==> config.mk <==
export PLATFORM = sky130hd
export DESIGN_NAME = art_timer
export DESIGN_NICKNAME = d
export VERILOG_FILES = /design/src/core/art_pkg.sv /design/src/core/art_timer.sv
export VERILOG_INCLUDE_DIRS = /design/src /design/src/core
export SDC_FILE = /design/constraint.sdc
export NUM_CORES = 1
export LEC_CHECK = 0
export BUFFER_PORTS_ARGS = -buffer_cell sky130_fd_sc_hd__buf_2
export CORE_AREA = 2 2 59 117
export CTS_BUF_LIST = sky130_fd_sc_hd__clkbuf_4
export CTS_CLUSTER_SIZE = 25
export DETAILED_ROUTE_END_ITERATION = 8
export DIE_AREA = 0 0 61 119
export PLACE_DENSITY = 0.73
export SYNTH_ARGS = -nofsm -noshare
export SYNTH_HDL_FRONTEND = slang
export SYNTH_SLANG_ARGS = --single-unit
==> constraint.sdc <==
create_clock -name clock -period 2.2 [get_ports clock]
set_input_delay 0.44 -clock clock [delete_from_list [all_inputs] [get_ports clock]]
set_output_delay 0.44 -clock clock [all_outputs]
set_load 0.03 [all_outputs]
==> src/core/art_map.svh <==
// register addresses, field positions, reset values and timing counts of the auto-reload timer
// What this block does
// - 16-bit mode reloads and sets high flag
// - 16-bit rollover interrupts when timer enabled
// - low byte rollover also interrupts if enabled
// - split mode: two 8-bit reloading timers
// - split mode: run bit gates only high byte
// - clock select picks system_clock, /12 or ext/8
// - ext/8 clock synchronised to system clock
// - split mode sets flag per byte rollover
// - split interrupts: high, or either if enabled
// - hardware never clears flags; software does
// - capture copies counter into reload, sets flag
// - capture on falling edge of ext/8
// - capture: 16-bit count and low byte count on system_clock or system_clock/12
`ifndef ART_MAP_SVH
`define ART_MAP_SVH

// ********************************
// register addresses on the sfr port
// ********************************
`define ART_ADDR_CTRL 8'hc8
`define ART_ADDR_RL_LO 8'hca
`define ART_ADDR_RL_HI 8'hcb
`define ART_ADDR_CNT_LO 8'hcc
`define ART_ADDR_CNT_HI 8'hcd

// ********************************
// control field positions
// ********************************
`define ART_BIT_TF_HI 7
`define ART_BIT_TF_LO 6
`define ART_BIT_LO_IEN 5
`define ART_BIT_CAP_EN 4
`define ART_BIT_SPLIT 3
`define ART_BIT_RUN 2
`define ART_BIT_RSVD 1
`define ART_BIT_XCLK 0

// ********************************
// reset values and timing counts
// ********************************
`define ART_CTRL_RST 8'h00
`define ART_CNT_RST 16'h0000
`define ART_RL_RST 16'h0000
`define ART_PSC_DIV 4'hc
`define ART_EXT_DIV 4'h8
`define ART_EXT_TICK_PH 3'h3
`define ART_EXT_CAP_PH 3'h7

`endif

==> src/core/art_pkg.sv <==
// types shared by the auto-reload timer
package art_pkg;

  // one sfr access per cycle
  typedef struct packed {
    logic [7:0] addr;   // register address
    logic wr;           // write strobe, one cycle
    logic [7:0] wdata;  // write data
  } art_sfr_req_t;

  // control register fields, msb first
  typedef struct packed {
    logic tf_hi;    // high_overflow_flag
    logic tf_lo;    // low_overflow_flag
    logic lo_ien;   // low_byte_irq_enable
    logic cap_en;   // capture_mode_enable
    logic split;    // split_mode_bit
    logic run;      // run_control_bit
    logic rsvd;     // always zero
    logic xclk;     // external_clock_select
  } art_ctrl_t;

  // whole timer state
  typedef struct packed {
    art_ctrl_t ctrl;     // control register
    logic [15:0] cnt;    // count_high_byte : count_low_byte
    logic [15:0] rl;     // reload_high_byte : reload_low_byte
    logic [3:0] psc;     // system clock /12 prescaler
    logic [2:0] div;     // ext oscillator /8 divider
    logic [2:0] sync;    // osc synchroniser plus edge history
    logic [7:0] rdata;   // registered read data
  } art_state_t;

endpackage

==> src/core/art_timer.sv <==
// auto-reload timer with external oscillator capture, sfr port
`timescale 1ns/1ps
`include "art_map.svh"

module art_timer (
  input wire logic clock,
  input wire logic arst_n,
  input wire art_pkg::art_sfr_req_t sfr_req,
  output logic [7:0] sfr_rdata,
  input wire logic ext_osc,
  input wire logic high_byte_clock_select,
  input wire logic low_byte_clock_select,
  input wire logic timer_irq_enable,
  output logic timer_irq
);
  import art_pkg::*;

  // ********************************
  // state and derived strobes
  // ********************************
  art_state_t s_q;      // registered state
  art_state_t s_d;      // next state
  logic osc_rise;       // rising edge of synchronised oscillator
  logic tick12;         // one pulse per 12 system clocks
  logic ext_tick;       // rising edge of ext/8
  logic cap_evt;        // falling edge of ext/8
  logic tick_lo;        // low byte (or 16-bit) advance
  logic tick_hi;        // high byte advance in split mode
  logic wr_ctrl, wr_rl_lo, wr_rl_hi, wr_cnt_lo, wr_cnt_hi;

  // only sync[1] onward is looked at; sync[0] feeds sync[1] alone
  assign osc_rise = s_q.sync[1] & ~s_q.sync[2];
  assign tick12 = (s_q.psc == 4'(`ART_PSC_DIV - 4'h1));
  // ext/8 phases come from the synchronised edge only
  assign ext_tick = osc_rise & (s_q.div == `ART_EXT_TICK_PH);
  // divider wrap is the falling edge of ext/8
  assign cap_evt = osc_rise & (s_q.div == `ART_EXT_CAP_PH);

  // per-byte source select; capture keeps the low byte (and 16-bit count) off the measured clock
  assign tick_lo = low_byte_clock_select ? 1'b1 :
                   ((s_q.ctrl.xclk & ~s_q.ctrl.cap_en) ? ext_tick : tick12);
  assign tick_hi = high_byte_clock_select ? 1'b1 : (s_q.ctrl.xclk ? ext_tick : tick12);

  assign wr_ctrl = sfr_req.wr & (sfr_req.addr == `ART_ADDR_CTRL);
  assign wr_rl_lo = sfr_req.wr & (sfr_req.addr == `ART_ADDR_RL_LO);
  assign wr_rl_hi = sfr_req.wr & (sfr_req.addr == `ART_ADDR_RL_HI);
  assign wr_cnt_lo = sfr_req.wr & (sfr_req.addr == `ART_ADDR_CNT_LO);
  assign wr_cnt_hi = sfr_req.wr & (sfr_req.addr == `ART_ADDR_CNT_HI);

  // ********************************
  // next-state logic
  // ********************************
  always_comb begin
    logic set_hi;
    logic set_lo;
    set_hi = 1'b0;
    set_lo = 1'b0;
    s_d = s_q;
    s_d.sync = {s_q.sync[1:0], ext_osc};
    // prescaler wraps at twelve
    s_d.psc = tick12 ? 4'h0 : s_q.psc + 4'h1;
    if (osc_rise) begin
      s_d.div = s_q.div + 3'h1;
    end
    // counting
    if (!s_q.ctrl.split) begin
      if (tick_lo && s_q.ctrl.run) begin
        // low byte wrap is an event of its own in 16-bit mode
        set_lo = (s_q.cnt[7:0] == 8'hff);
        if (s_q.cnt == 16'hffff) begin
          s_d.cnt = s_q.rl;
          set_hi = 1'b1;
        end else begin
          s_d.cnt = s_q.cnt + 16'h0001;
        end
      end
    end else begin
      // low byte ignores the run bit
      if (tick_lo) begin
        set_lo = (s_q.cnt[7:0] == 8'hff);
        s_d.cnt[7:0] = set_lo ? s_q.rl[7:0] : s_q.cnt[7:0] + 8'h01;
      end
      if (tick_hi && s_q.ctrl.run) begin
        set_hi = (s_q.cnt[15:8] == 8'hff);
        s_d.cnt[15:8] = set_hi ? s_q.rl[15:8] : s_q.cnt[15:8] + 8'h01;
      end
    end
    // capture snapshots the count; it overrides a same-cycle reload write
    if (s_q.ctrl.cap_en && cap_evt) begin
      s_d.rl = s_q.cnt;
      set_hi = 1'b1;
    end else begin
      if (wr_rl_lo) begin
        s_d.rl[7:0] = sfr_req.wdata;
      end
      if (wr_rl_hi) begin
        s_d.rl[15:8] = sfr_req.wdata;
      end
    end
    // software writes to the counter take precedence over counting
    if (wr_cnt_lo) begin
      s_d.cnt[7:0] = sfr_req.wdata;
    end
    if (wr_cnt_hi) begin
      s_d.cnt[15:8] = sfr_req.wdata;
    end
    if (wr_ctrl) begin
      s_d.ctrl = art_ctrl_t'(sfr_req.wdata);
    end
    // reserved bit never holds a one
    s_d.ctrl.rsvd = 1'b0;
    // hardware only sets flags; set wins over a clearing write
    s_d.ctrl.tf_hi = s_d.ctrl.tf_hi | set_hi;
    s_d.ctrl.tf_lo = s_d.ctrl.tf_lo | set_lo;
    // read data, one cycle after the address
    case (sfr_req.addr)
      `ART_ADDR_CTRL: s_d.rdata = s_q.ctrl;
      `ART_ADDR_RL_LO: s_d.rdata = s_q.rl[7:0];
      `ART_ADDR_RL_HI: s_d.rdata = s_q.rl[15:8];
      `ART_ADDR_CNT_LO: s_d.rdata = s_q.cnt[7:0];
      `ART_ADDR_CNT_HI: s_d.rdata = s_q.cnt[15:8];
      default: s_d.rdata = 8'h00;
    endcase
  end

  // ********************************
  // state register
  // ********************************
  always_ff @(posedge clock or negedge arst_n) begin
    if (!arst_n) begin
      s_q <= '0;
    end else begin
      s_q <= s_d;
    end
  end

  assign sfr_rdata = s_q.rdata;
  // level request from flags; low flag only counts when enabled
  assign timer_irq = timer_irq_enable & (s_q.ctrl.tf_hi | (s_q.ctrl.lo_ien & s_q.ctrl.tf_lo));

  logic no_cnt_wr;
  assign no_cnt_wr = ~wr_cnt_lo & ~wr_cnt_hi;
endmodule

==> results of run 1 <==
-- power breakdown --
group          switching, mW  internal (mW)
sequential             0.139           1.17
combinational          0.347          0.277
clock                  0.378          0.342
total                  0.863           1.79
-- state kept, by name, indices dropped and copies added (netlist names) --
register / cells
s_q: 47
sfr_rdata: 8
s_d: 2
-- worst max path at each step --
stage / cells past startpoint / slack, ps / end / startpoint
2_1_floorplan: 9 / 190 / s_q[38]$_DFFE_PN0P_ / s_q[42]$_DFFE_PN0P_
3_3_place_gp: 7 / 140 / s_q[44]$_DFFE_PN0P_ / s_q[14]$_DFF_PN0_
3_5_place_dp: 7 / 120 / s_q[44]$_DFFE_PN0P_ / s_q[14]$_DFF_PN0_
4_1_cts: 7 / 110 / s_q[44]$_DFFE_PN0P_ / s_q[14]$_DFF_PN0_
5_1_grt: 7 / -30 / s_q[42]$_DFFE_PN0P_ / s_q[14]$_DFF_PN0_
6_report: 7 / 60 / s_q[44]$_DFFE_PN0P_ / s_q[14]$_DFF_PN0_
-- per-stage QoR --
step	hold slack [ps]	total power, mW	setup slack [ps]	instances
2_1_floorplan	144.4	1.670	191.0	357
3_3_place_gp	332.2	1.894	143.7	468
3_5_place_dp	334.7	1.937	118.9	468
4_1_cts	103.5	2.654	107.9	484
5_1_grt	77.24	2.795	-32.95	484
6_report	116.4	2.654	62.10	484
-- synth_stat cells, drive strengths merged, types with 5 or more instances --
master / n
clkbuf: 7
nand2: 34
a222oi: 8
a21oi: 33
inv: 13
nand4: 7
buf: 19
a22oi: 9
xnor2: 6
mux2i: 21
mux2: 7
and3: 6
nand3: 8
nor4: 7
o21ai: 20
nor2: 35
dfrtp: 57
ha: 6
nor2b: 5
-- cell type report --
cell class | count | area [µm²] | area share [%]
multi-input combinational | 261 | 1826 | 47.46
clock buffer | 10 | 75.07 | 1.952
sequential | 57 | 1426 | 37.09
inverter | 13 | 48.80 | 1.269
clock inverter | 5 | 47.55 | 1.236
timing repair buffer | 50 | 312.8 | 8.133
tap | 88 | 110.1 | 2.863
-- repair_timing --
action | CTS | global route
resized for setup | 0 | 1
endpoints found under the setup margin | 0 | 4
hold buffers | 1 | 0
endpoints found under the hold margin | 20 | 0
-- cell families (layout without fill, tap and decap cells) --
kind of cell / Yosys count / count (layout) / share of synthesized area, %
and+or+nand+nor: 118 / 118 / 19.93
AOI/OAI and AO/OA: 102 / 102 / 20.32
DFF: 57 / 57 / 41.08
buffers and inverters: 39 / 78 / 6.414
muxes: 28 / 28 / 8.324
xor gates and xnor gates: 7 / 7 / 1.766
adders and majority gates: 6 / 6 / 2.162
-- critical path, stage by stage (launching register included) --
cell and delay [ps]:
dfrtp_1 410, ha_1 250, and3b_1 210, or3_4 380
a31oi_2 340, nor2_2 130, a41o_1 250, o21ai_1 110
-- routing by layer --
layer	wire (µm)	vias up	share of wire (%)	global-route usage, %
met5	0	-	0	0
met3	525	41	5.7	7.383
met2	4659	130	51	42.41
li1	-	1383	-	-
met1	3516	1445	38	35.15
met4	446	0	4.9	15.63
==> flow_summary.toml, run 1 <==
[logic_synthesis]
yosysWarnings = 0
synth_area_leader_cell = "dfrtp_1"
syn_avg_cell_area_um2 = 9.726
ys_seq_elements = 57
synth_area_um2 = 3472
syn_nets = 386
synth.area.top_cells = "dfrtp_1 (41%), mux2i_1 (6.1%), a21oi_1 (4.8%), nor2_1 (3.6%), nand2_1 (3.5%)"
synth_flop_cell = "dfrtp_1"
async_reset_ff_share_pct = 100.0
seq_area_frac_synth_pct = 41.08
synth-edff-count = 0
syn_inst = 357
synth_cell_types = 61
netlist.area_leader.share_pct = 41.08

[placement]
dp_hpwl_um = 6835
gp_congestion = 0.9215
port_buffers = 31
placed_area_um2 = 3711

[cells_and_area]
final_cell_mix = "dfrtp_1 (57), nor2_1 (33), a21oi_1 (33), nand2_1 (32), buf_2 (31)"
syn2layout_area_growth_pct = 10.77
num_antenna_cells = 0
drive_gt1_share_pct = 23.99
nFillCells = 586
final_area_um2 = 3846
final_util_pct = 59.50
mostFrequentLayoutCell = "dfrtp_1"
nNetsFinal = 421

[floorplanning]
coreArea_um2 = 6464
dieArea_um2 = 7259
rows = 42
fp.dieW_um = 61
fp.dieH_um = 119
start_util_pct = 53.72
ios = 32

[timing]
rsz0062_at_grt = "true"
period_share_pct = 97.18
setup_viol = 0
slew_viol_final = 0
relSlewSlack_pct = 67.61
fin_crit_ps = 2138
clock-skew-final_ps = 12.99
worstMarginPinSlew_ps = 485.9
fmax_mhz = 467.7
hold_viol = 0
fin_setup_tns_ps = 0

[clocking]
root_buffer = "clkbuf_4"
tritoncts = "done"
clk_latency_ps = 420
clkTransAtPathRegs_ps = 90
cts_htree_levels = 3
post_cts_buffers = 0
cts.sinks = 57
numCtsBuffers = 9
cts_buffer_depth = 2

[drt]
ant_nets = 0
viasPerCell = 6.196
drc_errors = 0
vias = 2999
wire_per_inst_um = 18.90
wl_um = 9147
drt_first_pass_iters = 5
drt_iter0_drc = 324

[critical_path]
worst_r2r_path_depth = 7
critPathKind = "reg2reg"
r2r_setup_slack_ps = 60
critPathMaxFanout = 5
critPathRequiredTime_ps = 2560
startpoint_type = "flop"
end_kind = "flop"
rr_startpoint = "s_q[14]$_DFF_PN0_"
timing.rr.end = "s_q[44]$_DFFE_PN0P_"
arrival_ps = 2490

[run]
maxCapViolations = 0

[power_and_ir_drop]
power_density_nw_per_um2 = 689.9
p_leak_nw = 1.798
peakVddDrop_uv = 465.3

[grt]
grt_first_pass_wirelength_um = 14810
antenna_found_initial = 0
grt_pass1_vias = 3031
grt_start_max_net_pins = 38
grt_usage_pct = 28.00
gr-total-overflow = 0

[worst_hold_path]
worstHoldPathCells = 1
hold_class = "in2reg"
hold_end = "s_d[9]$_DFF_PN0_"
min-delay-start = "ext_osc"

[outcome]
status = "finished clean"
No activity file was read; power rests on OpenSTA's default activity.
==> run 2: changes to the inputs <==
--- a/config.mk
+++ b/config.mk
@@ -7,11 +7,11 @@
 export NUM_CORES = 1
 export LEC_CHECK = 0
 export BUFFER_PORTS_ARGS = -buffer_cell sky130_fd_sc_hd__buf_2
-export CORE_AREA = 2 2 59 117
+export CORE_AREA = 2 2 87 80
 export CTS_BUF_LIST = sky130_fd_sc_hd__clkbuf_4
 export CTS_CLUSTER_SIZE = 25
 export DETAILED_ROUTE_END_ITERATION = 8
-export DIE_AREA = 0 0 61 119
+export DIE_AREA = 0 0 89 82
 export PLACE_DENSITY = 0.73
 export SYNTH_ARGS = -nofsm -noshare
 export SYNTH_HDL_FRONTEND = slang
==> run 2 against run 1 <==
  * Clock skew shrank 2.7 ps
  * Global-route usage fell by 1.0 points
  * Via count up 0.93%
  * Critical path type unchanged
  * Critical endpoint is now s_q[48]$_DFFE_PN0P_
  * Largest cell class unchanged
==> flow_summary.toml, run 2 (synthesis gave the netlist of run 1 again) <==
[floorplanning]
ios = 32
fp.dieH_um = 82
fp.dieW_um = 89
dieArea_um2 = 7298
start_util_pct = 53.86
rows = 28
coreArea_um2 = 6446

[cells_and_area]
syn2layout_area_growth_pct = 13.30
mostFrequentLayoutCell = "dfrtp_1"
final_area_um2 = 3934
num_antenna_cells = 0
largest_reg_flops = 47
final_cells = 489
nFillCells = 580
nNetsFinal = 425
top_register = "s_q"
final_cell_mix = "dfrtp_1 (57), nor2_1 (33), a21oi_1 (33), nand2_1 (32), buf_2 (31)"
drive_gt1_share_pct = 25.81
final_util_pct = 61.02

[critical_path]
arrival_ps = 2460
critPathMaxFanout = 2
crit_chain = "ha_2 -> ha_4 -> nand3b_1 -> a221oi_2 -> a31o_2 -> nand4_1 -> or4_1 -> o211ai_1"
critPathKind = "reg2reg"
critical_path.max_stage_delay_ps = 410
critPathRequiredTime_ps = 2530
end_kind = "flop"
startpoint_type = "flop"
crit_slowest_cell = "or4_1"

[clocking]
numCtsBuffers = 9
cts_buffer_depth = 2
clk_latency_ps = 420
cts_htree_levels = 3
cts.sinks = 57
root_buffer = "clkbuf_4"
hold_buffers = 0
tritoncts = "done"
clkTransAtPathRegs_ps = 90

[grt]
grt_use_met3_pct = 5.528
grt_usage_pct = 26.97
grt_start_max_net_pins = 58
use_met1_pct = 40.35
grt_first_pass_wirelength_um = 14470
antenna_found_initial = 0
top_usage_layer = "met1"
grtUsageMet2_pct = 37.76
grt_pass1_vias = 2767
gr-total-overflow = 0

[placement]
place_inst = 470
dp_hpwl_um = 6387
gp_congestion = 0.9017
port_buffers = 31
placed_area_um2 = 3714

[power_and_ir_drop]
p_total_mw = 2.823
peakVddDrop_uv = 550.0
p_leak_nw = 1.837
power_density_nw_per_um2 = 717.7

[drt]
viasPerCell = 6.190
vias = 3027
drt_iter0_drc = 378
ant_nets = 0
wl_um = 8970
drt_first_pass_iters = 6
wire_per_inst_um = 18.34
drc_errors = 0

[timing]
fin_crit_ps = 2124
period_share_pct = 96.53
worstMarginPinSlew_ps = 463.2
clock-skew-final_ps = 10.32
relSlewSlack_pct = 69.12
hold_viol = 0
setup_viol = 0
hold_ws_ps = 1.124
fmax_mhz = 470.9
slew_viol_final = 0

[outcome]
status = "finished clean"

[run]
maxCapViolations = 0

[worst_hold_path]
hold_class = "in2async"
run 2: cell types whose count changed in the layout (fill, tap and decap cells not counted), sizes merged:
cell         delta
clkinv          -2
buf             +5
dlygate4sd3     -1
bufinv          +1
run 2: per-layer routing:
metal / share of wire [%] / up-vias
met3: 7.7 / 21
met4: 2.4 / 0
met2: 45 / 154
met5: 0 / -
met1: 45 / 1459
li1: - / 1393
run 2: repair_timing:
item / in CTS / in global routing
setup buffers: 0 / 5
gates resized for setup: 0 / 7
setup endpoints to repair: 0 / 5
run 2: cell type report:
class	count	area [µm²]	share of cell area [%]
multi-input cells	261	1861	47.30
flip-flops and latches	57	1426	36.26
repair buffers	54	340.3	8.651
well taps	90	112.6	2.863
clock buffers	10	75.07	1.908
clock inverters	4	70.07	1.781
inverters	13	48.80	1.240
run 2: critical path, delay by kind of cell, from the launching register on:
family	cells	cell delay [ps]
simple gates	3	660
compound gates	3	630
fa+ha+maj	2	370
flops	1	390
run 2: stage by stage:
stage	setup TNS (ps)	setup slack, ps
global placement	0	154.4
detailed placement	0	95.87
CTS	0	61.68
finish	0	76.38
global route	-49.70	-49.70
floorplan	0	191.0
run 2: worst paths after layout:
path,from,end,slack [ps],cells past startpoint
worst max-delay path,s_q[11]$_DFFE_PN0P_,s_q[48]$_DFFE_PN0P_,80,8
worst min-delay path,arst_n,s_q[12]$_DFFE_PN0P_,1,2
worst max register to register,s_q[11]$_DFFE_PN0P_,s_q[48]$_DFFE_PN0P_,80,8
worst min register to register,s_d[9]$_DFF_PN0_,s_d[10]$_DFF_PN0_,360,0
max in group asynchronous,arst_n,s_q[23]$_DFFE_PN0P_,1940,2
min in group clock,ext_osc,s_d[9]$_DFF_PN0_,130,1
run 2: power breakdown:
| group | internal [mW] | switching (mW) |
|---|---|---|
| clock | 0.458 | 0.388 |
| combinational | 0.305 | 0.356 |
| sequential | 1.17 | 0.145 |
==> run 3: changes to the inputs <==
--- a/config.mk
+++ b/config.mk
@@ -13,6 +13,8 @@
 export DETAILED_ROUTE_END_ITERATION = 8
 export DIE_AREA = 0 0 89 82
 export PLACE_DENSITY = 0.73
+export SETUP_SLACK_MARGIN = 0.2
 export SYNTH_ARGS = -nofsm -noshare
 export SYNTH_HDL_FRONTEND = slang
 export SYNTH_SLANG_ARGS = --single-unit
+export TNS_END_PERCENT = 30
==> run 3 against run 2 <==
  * Cell area up 0.70%
  * Clock-buffer cell count shrank 1
  * Via count up 0.83%
  * Utilization is 0.43 points higher
  * Sequential power rose by 3%
  * Non-clock buffer count up 4
  * Sequential cell count stayed put
==> flow_summary.toml, run 3 (synthesis gave the netlist of run 1 again) <==
[cells_and_area]
final_cells = 495
top_register = "s_q"
nNetsFinal = 429
largest_reg_flops = 47
syn2layout_area_growth_pct = 14.09
final_cell_mix = "dfrtp_1 (57), nor2_1 (33), a21oi_1 (33), nand2_1 (32), buf_2 (31)"
drive_gt1_share_pct = 26.42
nFillCells = 571
mostFrequentLayoutCell = "dfrtp_1"
num_antenna_cells = 0

[critical_path]
arrival_ps = 2390
r2r_setup_slack_ps = 140
timing.rr.end = "s_q[48]$_DFFE_PN0P_"
critical_path.max_stage_delay_ps = 430
critPathKind = "reg2reg"
worst_r2r_path_depth = 8
crit_slowest_cell = "or4_1"
end_kind = "flop"
critPathMaxFanout = 2
rr_startpoint = "s_q[12]$_DFFE_PN0P_"
crit_chain = "ha_2 -> ha_4 -> nand3b_1 -> a221oi_2 -> a31o_2 -> nand4_1 -> or4_1 -> o211ai_1"
critPathRequiredTime_ps = 2530
startpoint_type = "flop"

[outcome]
status = "finished clean"

[clocking]
cts.sinks = 57
root_buffer = "clkbuf_4"
clkTransAtPathRegs_ps = 100
cts_buffer_depth = 2
clk_latency_ps = 420
tritoncts = "done"
cts_htree_levels = 3
numCtsBuffers = 9

[floorplanning]
dieArea_um2 = 7298
start_util_pct = 53.86
fp.dieH_um = 82
rows = 28
coreArea_um2 = 6446
fp.dieW_um = 89
ios = 32

[placement]
port_buffers = 31
place_inst = 469
gp_congestion = 0.9745
dp_hpwl_um = 6494

[drt]
vias = 3052
wl_um = 9384
drc_errors = 0
ant_nets = 0
drt_first_pass_iters = 6
viasPerCell = 6.166
drt_iter0_drc = 425
wire_per_inst_um = 18.96

[grt]
grt_first_pass_wirelength_um = 14910
grt_start_max_net_pins = 37
antenna_found_initial = 0
gr-total-overflow = 0
grt_usage_pct = 27.50
grt_pass1_vias = 2886

[timing]
clock-skew-final_ps = 14.19
worstMarginPinSlew_ps = 512.0
slew_viol_final = 0
relSlewSlack_pct = 65.87
rsz0062_at_grt = "true"
hold_viol = 0
setup_viol = 0
fin_crit_ps = 2057
fmax_mhz = 486.2
period_share_pct = 93.49
fin_setup_tns_ps = 0

[worst_hold_path]
hold_class = "in2reg"
min-delay-start = "ext_osc"
worstHoldPathCells = 1
hold_end = "s_d[9]$_DFF_PN0_"

[power_and_ir_drop]
power_density_nw_per_um2 = 673.1
peakVddDrop_uv = 377.3
p_leak_nw = 1.833

[run]
maxCapViolations = 0
==> run 3: cell count changes in the layout (fill, tap and decap cells not counted), moves of 2 or more <==
cell,previous run,this run
clkinv_1,0,3
clkinvlp_4,0,2
ha_2,1,3
ha_1,4,2
buf_4,22,24
==> run 3: where the power goes <==
| part | switching, mW | total, mW | internal (mW) |
|---|---|---|---|
| combinational | 0.292 | 0.572 | 0.280 |
| sequential | 0.192 | 1.36 | 1.17 |
| clock | 0.400 | 0.733 | 0.332 |
==> run 3: routing by layer <==
layer | part of all wire (%) | track usage [%] | wire length [µm]
met5 | 0 | 0 | 0
met1 | 41 | 37.40 | 3887
met4 | 2.7 | 8.358 | 250
met2 | 46 | 41.72 | 4273
met3 | 10 | 9.246 | 972
==> run 3: worst max path at each step <==
stage,from,end,slack [ps],cells past startpoint
6_report,s_q[12]$_DFFE_PN0P_,s_q[48]$_DFFE_PN0P_,140,8
5_1_grt,s_q[12]$_DFFE_PN0P_,s_q[48]$_DFFE_PN0P_,40,8
4_1_cts,s_q[11]$_DFFE_PN0P_,s_q[48]$_DFFE_PN0P_,150,8
3_5_place_dp,s_q[14]$_DFF_PN0_,s_q[44]$_DFFE_PN0P_,80,7
3_3_place_gp,s_q[14]$_DFF_PN0_,s_q[44]$_DFFE_PN0P_,180,7
2_1_floorplan,s_q[42]$_DFFE_PN0P_,s_q[38]$_DFFE_PN0P_,230,9
==> run 3: through the flow <==
stage | setup slack [ps] | cell area, µm² | total power [mW] | utilization (%) | hold WS [ps]
6_report | 143.2 | 3961 | 2.666 | 61.45 | 117.5
5_1_grt | 40.63 | 3961 | 2.823 | 61.45 | 98.40
4_1_cts | 151.5 | 3896 | 2.619 | 60.44 | 97.72
3_5_place_dp | 80.79 | 3709 | 1.881 | 57.53 | 338.7
3_3_place_gp | 179.5 | 3709 | 1.864 | 57.53 | 331.7
2_1_floorplan | 233.7 | 3475 | 1.671 | - | 144.4
==> run 3: what timing repair did <==
item	4_1_cts	5_1_grt
resized for setup	3	7
hold buffers	1	0
hold endpoints to repair	19	0
setup buffers	4	5
setup endpoints to repair	13	18
pin swaps	3	9
==> run 3: final cells by class <==
cell class	instances	area (µm²)	area share, %
Tap cell	90	112.6	2.843
Inverter	13	48.80	1.232
Timing Repair Buffer	58	376.6	9.507
Multi-Input combinational cell	261	1868	47.16
Clock buffer	9	67.56	1.706
Sequential cell	57	1426	36.01
Clock inverter	7	61.31	1.548
==> run 3: worst max-delay path: cells and delay by family (launching register included) <==
family	cells	cell delay (ps)
simple gates	3	670
compound gates	3	590
flops	1	370
fa+ha+maj	2	330
